==> src/rtl/acc_regs.vh <==
`ifndef ACC_REGS_VH
`define ACC_REGS_VH

// ----------------------------------------------------------------
// Register indices (byte address is four times the index)
// ----------------------------------------------------------------
`define ACC_IDX_CONFIG 8'h13
`define ACC_IDX_OFFSET_UPPER 8'h14
`define ACC_IDX_OFFSET_LOWER 8'h15
`define ACC_IDX_GAIN_UPPER 8'h16
`define ACC_IDX_GAIN_LOWER 8'h17

// ----------------------------------------------------------------
// Reset values
// ----------------------------------------------------------------
`define ACC_RST_CONFIG 16'h0000
`define ACC_RST_OFFSET_UPPER 16'h0000
`define ACC_RST_OFFSET_LOWER 16'h0000
`define ACC_RST_GAIN_UPPER 16'h8000
`define ACC_RST_GAIN_LOWER 16'h0000

// ----------------------------------------------------------------
// Field positions
// ----------------------------------------------------------------
`define ACC_PHASE_MSB 15
`define ACC_PHASE_LSB 6
`define ACC_DCOFF_BIT 2
`define ACC_SEL_MSB 1
`define ACC_SEL_LSB 0
`define ACC_LOWBITS_MSB 15
`define ACC_LOWBITS_LSB 8

// ----------------------------------------------------------------
// Writable bit masks
// ----------------------------------------------------------------
`define ACC_MASK_CONFIG 16'hffc7
`define ACC_MASK_FULL 16'hffff
`define ACC_MASK_LOW 16'hff00

// ----------------------------------------------------------------
// Input select encodings
// ----------------------------------------------------------------
`define ACC_SEL_NORMAL 2'h0
`define ACC_SEL_SHORTED 2'h1
`define ACC_SEL_TEST_POS 2'h2
`define ACC_SEL_TEST_NEG 2'h3

`endif

==> src/rtl/acc_ch2_regs.v <==
`timescale 1ns/1ns
// How it works
// - Config bits 15:6 hold signed ten-bit phase delay in modulator cycles.
// - Reserved config bits 5:3 and low-register bits 7:0 read zero.
// - Config bit 2 high turns channel DC filter off, else global setting.
// - Config bits 1:0 pick normal, shorted, positive or negative test input.
// - Offset upper register holds offset bits 23:8 over all sixteen bits.
// - Offset lower register bits 15:8 hold offset bits 7:0.
// - Assembled 24-bit offset is signed two's complement.
// - Assembled 24-bit gain is unsigned, range zero to just under two.
// - Gain upper register at 16h holds gain 23:8, resets to 8000h.
// - Gain lower register at 17h bits 15:8 hold gain bits 7:0.
// - Config 13h, offsets 14h and 15h; all but gain upper reset 0000h.
`include "acc_regs.vh"

module acc_ch2_regs (
    input wire clk,
    input wire rst,
    input wire psel,
    input wire penable,
    input wire pwrite,
    input wire [11:0] paddr,
    input wire [31:0] pwdata,
    input wire [3:0] pstrb,
    output reg [31:0] prdata,
    output reg pready,
    output reg pslverr,
    output reg signed [9:0] ch2_phase_delay,
    output reg ch2_dc_filter_off,
    output reg [1:0] ch2_input_select,
    output reg signed [23:0] ch2_offset,
    output reg [23:0] ch2_gain
);

// ----------------------------------------------------------------
// Register storage
// ----------------------------------------------------------------
reg [15:0] ch2_config;
reg [15:0] ch2_offset_upper;
reg [15:0] ch2_offset_lower;
reg [15:0] ch2_gain_upper;
reg [15:0] ch2_gain_lower;

// ----------------------------------------------------------------
// Address decode
// ----------------------------------------------------------------
wire [9:0] idx;
wire aligned;
wire hit_cfg;
wire hit_ou;
wire hit_ol;
wire hit_gu;
wire hit_gl;
wire mapped;
wire access;
wire do_write;
wire [1:0] lane_we;
wire [15:0] wdata;

assign idx = paddr[11:2];
assign aligned = (paddr[1:0] == 2'h0);
assign hit_cfg = aligned && (idx == {2'h0, `ACC_IDX_CONFIG});
assign hit_ou = aligned && (idx == {2'h0, `ACC_IDX_OFFSET_UPPER});
assign hit_ol = aligned && (idx == {2'h0, `ACC_IDX_OFFSET_LOWER});
assign hit_gu = aligned && (idx == {2'h0, `ACC_IDX_GAIN_UPPER});
assign hit_gl = aligned && (idx == {2'h0, `ACC_IDX_GAIN_LOWER});
assign mapped = hit_cfg | hit_ou | hit_ol | hit_gu | hit_gl;
// Access phase, answered by registered pready in the second access cycle (one wait state)
assign access = psel && penable && !pready;
assign do_write = access && pwrite && mapped;
assign wdata = pwdata[15:0];

// ----------------------------------------------------------------
// Byte lane write enables
// ----------------------------------------------------------------
genvar lane;

generate
    for (lane = 0; lane < 2; lane = lane + 1) begin : g_lane
        assign lane_we[lane] = do_write && pstrb[lane];
    end
endgenerate

// ----------------------------------------------------------------
// Configuration register
// ----------------------------------------------------------------
reg [15:0] next_ch2_config;

always @* begin
    next_ch2_config = ch2_config;
    if (hit_cfg && lane_we[1]) begin
        next_ch2_config[15:8] = wdata[15:8];
    end
    if (hit_cfg && lane_we[0]) begin
        next_ch2_config[7:0] = wdata[7:0];
    end
    next_ch2_config = next_ch2_config & `ACC_MASK_CONFIG;
end

always @(posedge clk or posedge rst) begin
    if (rst) begin
        ch2_config <= `ACC_RST_CONFIG;
    end else begin
        ch2_config <= next_ch2_config;
    end
end

// ----------------------------------------------------------------
// Offset upper register
// ----------------------------------------------------------------
reg [15:0] next_ch2_offset_upper;

always @* begin
    next_ch2_offset_upper = ch2_offset_upper;
    if (hit_ou && lane_we[1]) begin
        next_ch2_offset_upper[15:8] = wdata[15:8];
    end
    if (hit_ou && lane_we[0]) begin
        next_ch2_offset_upper[7:0] = wdata[7:0];
    end
end

always @(posedge clk or posedge rst) begin
    if (rst) begin
        ch2_offset_upper <= `ACC_RST_OFFSET_UPPER;
    end else begin
        ch2_offset_upper <= next_ch2_offset_upper;
    end
end

// ----------------------------------------------------------------
// Offset lower register
// ----------------------------------------------------------------
reg [15:0] next_ch2_offset_lower;

always @* begin
    next_ch2_offset_lower = ch2_offset_lower;
    if (hit_ol && lane_we[1]) begin
        next_ch2_offset_lower[15:8] = wdata[15:8];
    end
    next_ch2_offset_lower = next_ch2_offset_lower & `ACC_MASK_LOW;
end

always @(posedge clk or posedge rst) begin
    if (rst) begin
        ch2_offset_lower <= `ACC_RST_OFFSET_LOWER;
    end else begin
        ch2_offset_lower <= next_ch2_offset_lower;
    end
end

// ----------------------------------------------------------------
// Gain upper register
// ----------------------------------------------------------------
reg [15:0] next_ch2_gain_upper;

always @* begin
    next_ch2_gain_upper = ch2_gain_upper;
    if (hit_gu && lane_we[1]) begin
        next_ch2_gain_upper[15:8] = wdata[15:8];
    end
    if (hit_gu && lane_we[0]) begin
        next_ch2_gain_upper[7:0] = wdata[7:0];
    end
end

always @(posedge clk or posedge rst) begin
    if (rst) begin
        ch2_gain_upper <= `ACC_RST_GAIN_UPPER;
    end else begin
        ch2_gain_upper <= next_ch2_gain_upper;
    end
end

// ----------------------------------------------------------------
// Gain lower register
// ----------------------------------------------------------------
reg [15:0] next_ch2_gain_lower;

always @* begin
    next_ch2_gain_lower = ch2_gain_lower;
    if (hit_gl && lane_we[1]) begin
        next_ch2_gain_lower[15:8] = wdata[15:8];
    end
    next_ch2_gain_lower = next_ch2_gain_lower & `ACC_MASK_LOW;
end

always @(posedge clk or posedge rst) begin
    if (rst) begin
        ch2_gain_lower <= `ACC_RST_GAIN_LOWER;
    end else begin
        ch2_gain_lower <= next_ch2_gain_lower;
    end
end

// ----------------------------------------------------------------
// Read views
// ----------------------------------------------------------------
wire [15:0] view_cfg;
wire [15:0] view_ou;
wire [15:0] view_ol;
wire [15:0] view_gu;
wire [15:0] view_gl;

assign view_cfg = ch2_config & `ACC_MASK_CONFIG;
assign view_ou = ch2_offset_upper;
assign view_ol = ch2_offset_lower & `ACC_MASK_LOW;
assign view_gu = ch2_gain_upper;
assign view_gl = ch2_gain_lower & `ACC_MASK_LOW;

// ----------------------------------------------------------------
// Read data select
// ----------------------------------------------------------------
reg [15:0] next_rdata;

always @* begin
    next_rdata = 16'h0000;
    if (hit_cfg) begin
        next_rdata = view_cfg;
    end else if (hit_ou) begin
        next_rdata = view_ou;
    end else if (hit_ol) begin
        next_rdata = view_ol;
    end else if (hit_gu) begin
        next_rdata = view_gu;
    end else if (hit_gl) begin
        next_rdata = view_gl;
    end
end

// ----------------------------------------------------------------
// Bus answer select
// ----------------------------------------------------------------
reg next_pready;
reg next_pslverr;
reg [31:0] next_prdata;

always @* begin
    next_pready = 1'b0;
    next_pslverr = 1'b0;
    next_prdata = 32'h00000000;
    if (access) begin
        next_pready = 1'b1;
        next_pslverr = !mapped;
        if (!pwrite && mapped) begin
            next_prdata = {16'h0000, next_rdata};
        end
    end
end

// ----------------------------------------------------------------
// Bus answer registers
// ----------------------------------------------------------------
always @(posedge clk or posedge rst) begin
    if (rst) begin
        pready <= 1'b0;
    end else begin
        pready <= next_pready;
    end
end

always @(posedge clk or posedge rst) begin
    if (rst) begin
        pslverr <= 1'b0;
    end else begin
        pslverr <= next_pslverr;
    end
end

always @(posedge clk or posedge rst) begin
    if (rst) begin
        prdata <= 32'h00000000;
    end else begin
        prdata <= next_prdata;
    end
end

// ----------------------------------------------------------------
// Assembled calibration words
// ----------------------------------------------------------------
wire [23:0] offset_word;
wire [23:0] gain_word;

assign offset_word = {ch2_offset_upper,
    ch2_offset_lower[`ACC_LOWBITS_MSB:`ACC_LOWBITS_LSB]};
assign gain_word = {ch2_gain_upper,
    ch2_gain_lower[`ACC_LOWBITS_MSB:`ACC_LOWBITS_LSB]};

// ----------------------------------------------------------------
// Phase delay output
// ----------------------------------------------------------------
always @(posedge clk or posedge rst) begin
    if (rst) begin
        ch2_phase_delay <= 10'h000;
    end else begin
        ch2_phase_delay <= ch2_config[`ACC_PHASE_MSB:`ACC_PHASE_LSB];
    end
end

// ----------------------------------------------------------------
// Filter disable output
// ----------------------------------------------------------------
always @(posedge clk or posedge rst) begin
    if (rst) begin
        ch2_dc_filter_off <= 1'b0;
    end else begin
        ch2_dc_filter_off <= ch2_config[`ACC_DCOFF_BIT];
    end
end

// ----------------------------------------------------------------
// Input select output
// ----------------------------------------------------------------
always @(posedge clk or posedge rst) begin
    if (rst) begin
        ch2_input_select <= `ACC_SEL_NORMAL;
    end else begin
        ch2_input_select <= ch2_config[`ACC_SEL_MSB:`ACC_SEL_LSB];
    end
end

// ----------------------------------------------------------------
// Offset output
// ----------------------------------------------------------------
always @(posedge clk or posedge rst) begin
    if (rst) begin
        ch2_offset <= 24'h000000;
    end else begin
        ch2_offset <= offset_word;
    end
end

// ----------------------------------------------------------------
// Gain output
// ----------------------------------------------------------------
always @(posedge clk or posedge rst) begin
    if (rst) begin
        ch2_gain <= 24'h800000;
    end else begin
        ch2_gain <= gain_word;
    end
end

endmodule

==> config.mk <==
export PLATFORM = sky130hd
export DESIGN_NAME = acc_ch2_regs
export DESIGN_NICKNAME = d
export VERILOG_FILES = /design/src/rtl/acc_ch2_regs.v
export VERILOG_INCLUDE_DIRS = /design/src /design/src/rtl
export SDC_FILE = /design/constraint.sdc
export NUM_CORES = 1
export LEC_CHECK = 0
export ABC_CLOCK_PERIOD_IN_PS = 7300
export BUFFER_PORTS_ARGS = -buffer_cell sky130_fd_sc_hd__buf_2
export CAP_MARGIN = 5
export CORE_ASPECT_RATIO = 1.25
export CORE_MARGIN = 2
export CORE_UTILIZATION = 50
export CTS_BUF_LIST = sky130_fd_sc_hd__clkbuf_4 sky130_fd_sc_hd__clkbuf_8
export DETAILED_ROUTE_END_ITERATION = 16
export GPL_ROUTABILITY_DRIVEN = 1
export GPL_TIMING_DRIVEN = 1
export PLACE_DENSITY = 0.86
export SLEW_MARGIN = 20
export SYNTH_ARGS = -nofsm -noshare
export SYNTH_HDL_FRONTEND = slang
export SYNTH_SLANG_ARGS = --single-unit
==> constraint.sdc <==
create_clock -name clk -period 7.3 [get_ports clk]
set_input_delay 0.365 -clock clk [delete_from_list [all_inputs] [get_ports clk]]
set_output_delay 0.365 -clock clk [all_outputs]
set_load 0.005 [all_outputs]
# Word-level counts from Yosys, hierarchy flattened
# Cells that the tools add are included.
op_classes:
  n_addsub: 0
  mul: 0
  div: 0
  order_cmp: 0
  eq_ne: 5
  n_shift: 0
  mux: 9
  n_bitwise: 4
  reduce_logical: 24
op_table:
  columns: ["cell", "n"]
  rows:
  - ["two-way mux 16 bit", 7]
  - ["equality test 10 x 5 -> 1 bit, second input constant", 5]
  - ["logical AND 1 bit", 20]
  - ["bitwise OR 1 bit", 4]
  - ["logical NOT 1 bit", 3]
  - ["logical NOT 2 bit", 1]
  - ["two-way mux 1 bit", 2]
totals:
  register_bits: 156
  latchBits: 0
  ramBits: 0
  mem_bits_ro: 0
  input_bits: 53
  output_inout_bits: 95
  word_cells: 58
  n_memories: 0

# Logic depth before layout (Yosys ltp)
logic_depth:
  word_depth: 9
  mapped_depth: 6

# Least setup slack after synthesis
# No wires, ideal clock.
synth_timing:
  path_type: "input port to flip-flop"
  startpoint: "input port paddr[0]"
  endpoint: "register ch2_offset_lower[10]"
  arrival_time_ns: 1.816
  t_required_ns: 7.175
  setup_slack_ns: 5.359
  cell_stages: 4
  path_buffers: 0
  cell_sequence: "nor4b_4 -> nand4b_2 -> nor4b_4 -> mux2_2"
synth_via:
  elab_chain_len: 9
synth_lines:
  columns: ["item", "line", "rtl"]
  rows:
  - ["start: declaration", "acc_ch2_regs.v:22", "input wire [11:0] paddr,"]
  - ["logical NOT 2 bit (*)", "acc_ch2_regs.v:61", "assign aligned = (paddr[1:0] == 2'h0);"]
  - ["logical AND 1 bit, on equally long branches", "acc_ch2_regs.v:62, acc_ch2_regs.v:63", null]
  - ["bitwise OR 1 bit (4 in a row)", "acc_ch2_regs.v:67", "assign mapped = hit_cfg | hit_ou | hit_ol | hit_gu | hit_gl;"]
  - ["logical AND 1 bit", "acc_ch2_regs.v:70", "assign do_write = access && pwrite && mapped;"]
  - ["logical AND 1 bit", "acc_ch2_regs.v:80", "assign lane_we[lane] = do_write && pstrb[lane];"]
  - ["logical AND 1 bit (*)", "acc_ch2_regs.v:138", "if (hit_ol && lane_we[1]) begin"]
  - ["end signal: assignment", "acc_ch2_regs.v:146", "ch2_offset_lower <= `ACC_RST_OFFSET_LOWER;"]
  - ["end signal: assignment", "acc_ch2_regs.v:148", "ch2_offset_lower <= next_ch2_offset_lower;"]
  - ["end: declaration", "acc_ch2_regs.v:40", "reg [15:0] ch2_offset_lower;"]
# Every way passes the cells marked *; elsewhere a longest branch is shown, timed or not.
# A chain may end at the register's enable or synchronous reset.

# Final worst setup path
layout_timing:
  startpoint: "input port paddr[3]"
  endpoint: "register ch2_config[8]"
layout_via:
  elab_chain_len: 9
layout_lines:
  columns: ["item", "line", "rtl"]
  rows:
  - ["equality test 10 x 5 -> 1 bit, on equally long branches", "acc_ch2_regs.v:62, acc_ch2_regs.v:63", null]
  - ["logical AND 1 bit, on equally long branches", "acc_ch2_regs.v:62, acc_ch2_regs.v:63", null]
  - ["bitwise OR 1 bit (4 in a row)", "acc_ch2_regs.v:67", null]
  - ["logical AND 1 bit", "acc_ch2_regs.v:70", null]
  - ["logical AND 1 bit", "acc_ch2_regs.v:80", null]
  - ["logical AND 1 bit (*)", "acc_ch2_regs.v:91", "if (hit_cfg && lane_we[1]) begin"]
  - ["end signal: assignment", "acc_ch2_regs.v:102", "ch2_config <= `ACC_RST_CONFIG;"]
  - ["end signal: assignment", "acc_ch2_regs.v:104", "ch2_config <= next_ch2_config;"]
  - ["end: declaration", "acc_ch2_regs.v:38", "reg [15:0] ch2_config;"]
# Marks and branches as above.

==> flow_summary.yaml <==
run_status:
  status: "completed"
global_route:
  overflow: 0
  grt_use_total: 0.200
  grt_start_max_net_pins: 90
  antenna_found_initial: 0
  grt_pass1_vias: 3190
  grt_pass1_wl_um: 16400
final_layout:
  syn_to_final_growth_pct: 22.1
  drive_gt1_frac: 0.487
  diodes: 0
  fin_nets: 509
  layout_common_cells: "138 x dfrtp_1, 113 x buf_2, 69 x mux2_2, 20 x nor2_1, 19 x clkbuf_8"
  fin_cells: 597
  nFillCells: 780
  final_cell_area_sq_um: 6300
  final_util: 0.626
  final_common_cell: "dfrtp_1"
setup_path:
  crit_type: "in2reg"
  cp_max_fo: 32
  worstSetupStartpointType: "input port"
  cp_data_arrival_time_ps: 3680
  cp-end-kind: "flip-flop"
  cp.required_ps: 7620
synthesis:
  yosysTopAreaCellShare: 0.670
  netlist_area_sq_um: 5160
  yosysTopAreaCell: "dfrtp_1"
  synth_cells: 332
  ys_seq_area_frac: 0.680
  synth_seq_cells: 140
  syn_area_per_cell_sq_um: 15.5
  synth_warnings: 0
  synth_cell_type_count: 31
  yosys-top-cells-area: "dfrtp_1 67%, mux2_2 15%, mux2i_1 2.5%"
placed_design:
  dp.cells: 565
  gp_congestion: 0.814
  dp_worst_setup_slack_ps: 3470
  dpl_cell_area_sq_um: 5790
  io_buffers: 113
  dp_hpwl_um: 6920
cts:
  insertion_delay_ps: 430
  cts.sinks: 140
  htreeDepth: 4
  cts_root_buf: "clkbuf_8"
  cts_buffers: 17
  cts_setup_buffers: 0
  cts_hold_buf: 1
  clk_pin_slew_worst_paths_ps: 70
  tritoncts: "built"
  clockBufferDepth: 2
  cts_resized: 0
floorplan:
  rows: 41
  start_util: 0.513
  core_sq_um: 10100
  io_pins: 148
  die_area_sq_um: 11100
  fp.dieW_um: 94.8
  dieHeight_um: 118
timing:
  finalSetupTns_ps: 0
  fmax_ghz: 0.297
  max_slew.worst_pin.slew_ps: 925
  slew_headroom: 0.384
  worst_hold_slack_ps: 187
  fin_crit_sh: 0.462
  finalSetupViolations: 0
  slew_violations: 0
  fin_crit_ps: 3370
  finalHoldViolCount: 0
  grt_setup_unrepaired: "no"
  fin_skew_ps: 5.65
  setup_ws_ps: 3930
power:
  p_switching_mw: 0.313
  cellPowerDensity_nw_per_um2: 250
  internal-power_mw: 1.26
  comb_power_share: 0.034
  p_leak_nw: 3.52
  swShare: 0.199
  total_power_mw: 1.57
  irDropWorstVdd_mv: 0.121
  clkPwrFrac: 0.472
  pwr-share-seq: 0.494
routing:
  vias: 3100
  vias_per_cell: 5.19
  drc: 0
  routed_wl_um: 10500
  drtPass1Iterations: 4
  antenna_left: 0
  drt-wirelength-per-cell_um: 17.6
  drt-initial-drc-count: 179
worst_hold_path:
  worstHoldPathType: "in2reg"
flow_run:
  drv_cap: 0
## per-layer routing
layer | routed length, um | track usage | vias up
met4 | 87 | 0.0806 | 0
met5 | 0 | 0 | -
met3 | 682 | 0.0672 | 11
met2 | 5730 | 0.332 | 128
met1 | 4040 | 0.238 | 1575
li1 | - | - | 1386
## synthesized netlist by cell type
library cell  number
nor2_1            20
nor2b_1            2
a2111oi_0          3
a22oi_1            3
and4b_1            1
nor4_1             3
inv_1              1
nand4b_1           1
nor3_1            11
nand3b_4           1
nor2_2             1
buf_4             16
mux2i_1           13
nand3b_1           1
nand2_1            7
nor3_2             1
conb_1             1
nor4b_4            2
clkbuf_1           6
dfrtp_1          138
nor3_4             2
dfstp_2            2
mux2_2            69
nand4b_2           1
nand2b_1           4
buf_2              3
a21oi_1            9
o22ai_1            5
and3b_1            1
nor4bb_1           1
nor4_4             3
## cell families after synthesis
logic type / after synthesis / share of synthesized area
other: 1 / 0.000727
AND/OR/NAND/NOR: 63 / 0.0878
multiplexers: 82 / 0.176
flip-flops: 140 / 0.680
AO/OA/AOI/OAI: 20 / 0.0243
buffers and inverters: 26 / 0.0313
## path summary, 6_finish.rpt
check,to,slack [ps],startpoint,cells after the start
worst max-delay path,ch2_config[8]$_DFFE_PP0P_,3930,paddr[3],5
worst min-delay path,ch2_offset_upper[4]$_DFFE_PP0P_,190,pwdata[4],2
worst max register to register,ch2_offset_lower[9]$_DFFE_PP0P_,5040,pready$_DFF_PP0_,4
worst min register to register,ch2_gain[23]$_DFF_PP1_,390,ch2_gain_upper[15]$_DFFE_PP1P_,0
max in group asynchronous,ch2_input_select[0]$_DFF_PP0_,5700,rst,4
min in group asynchronous,ch2_gain[12]$_DFF_PP0_,510,rst,3
## worst max-delay path, cell delays in order
cell and delay, ps:
buf_2 690, and3b_1 660, nand4b_1 770, nor2_2 770, mux2_2 410
## power groups by stage
| stage | Sequential [mW] | Combinational, mW | Clock [mW] |
|---|---|---|---|
| after global placement | 0.792 | 0.0515 | 0 |
| after detailed placement | 0.792 | 0.0531 | 0 |
| after floorplan | 0.792 | 0.0357 | 0 |
| after global routing | 0.776 | 0.0597 | 0.792 |
| final | 0.777 | 0.0534 | 0.741 |
| after CTS | 0.777 | 0.0541 | 0.757 |
## registers in the layout, summed over array words and instances (netlist names)
name / count
ch2_offset: 24
prdata: 16
ch2_gain_upper: 16
pslverr: 1
ch2_dc_filter_off: 1
ch2_input_select: 2
ch2_phase_delay: 10
ch2_offset_upper: 16
ch2_gain: 24
ch2_gain_lower: 8
pready: 1
ch2_config: 13
ch2_offset_lower: 8
## cell type report
type | instances | area (sq um) | area share
Inverter | 1 | 8.76 | 0.00139
Clock inverter | 10 | 211 | 0.0336
Clock buffer | 21 | 277 | 0.0439
Timing Repair Buffer | 115 | 587 | 0.0932
Sequential cell | 140 | 3510 | 0.557
Tap cell | 129 | 161 | 0.0256
Multi-Input combinational cell | 181 | 1550 | 0.245
Note: power is estimated with default switching activity, not from simulation.
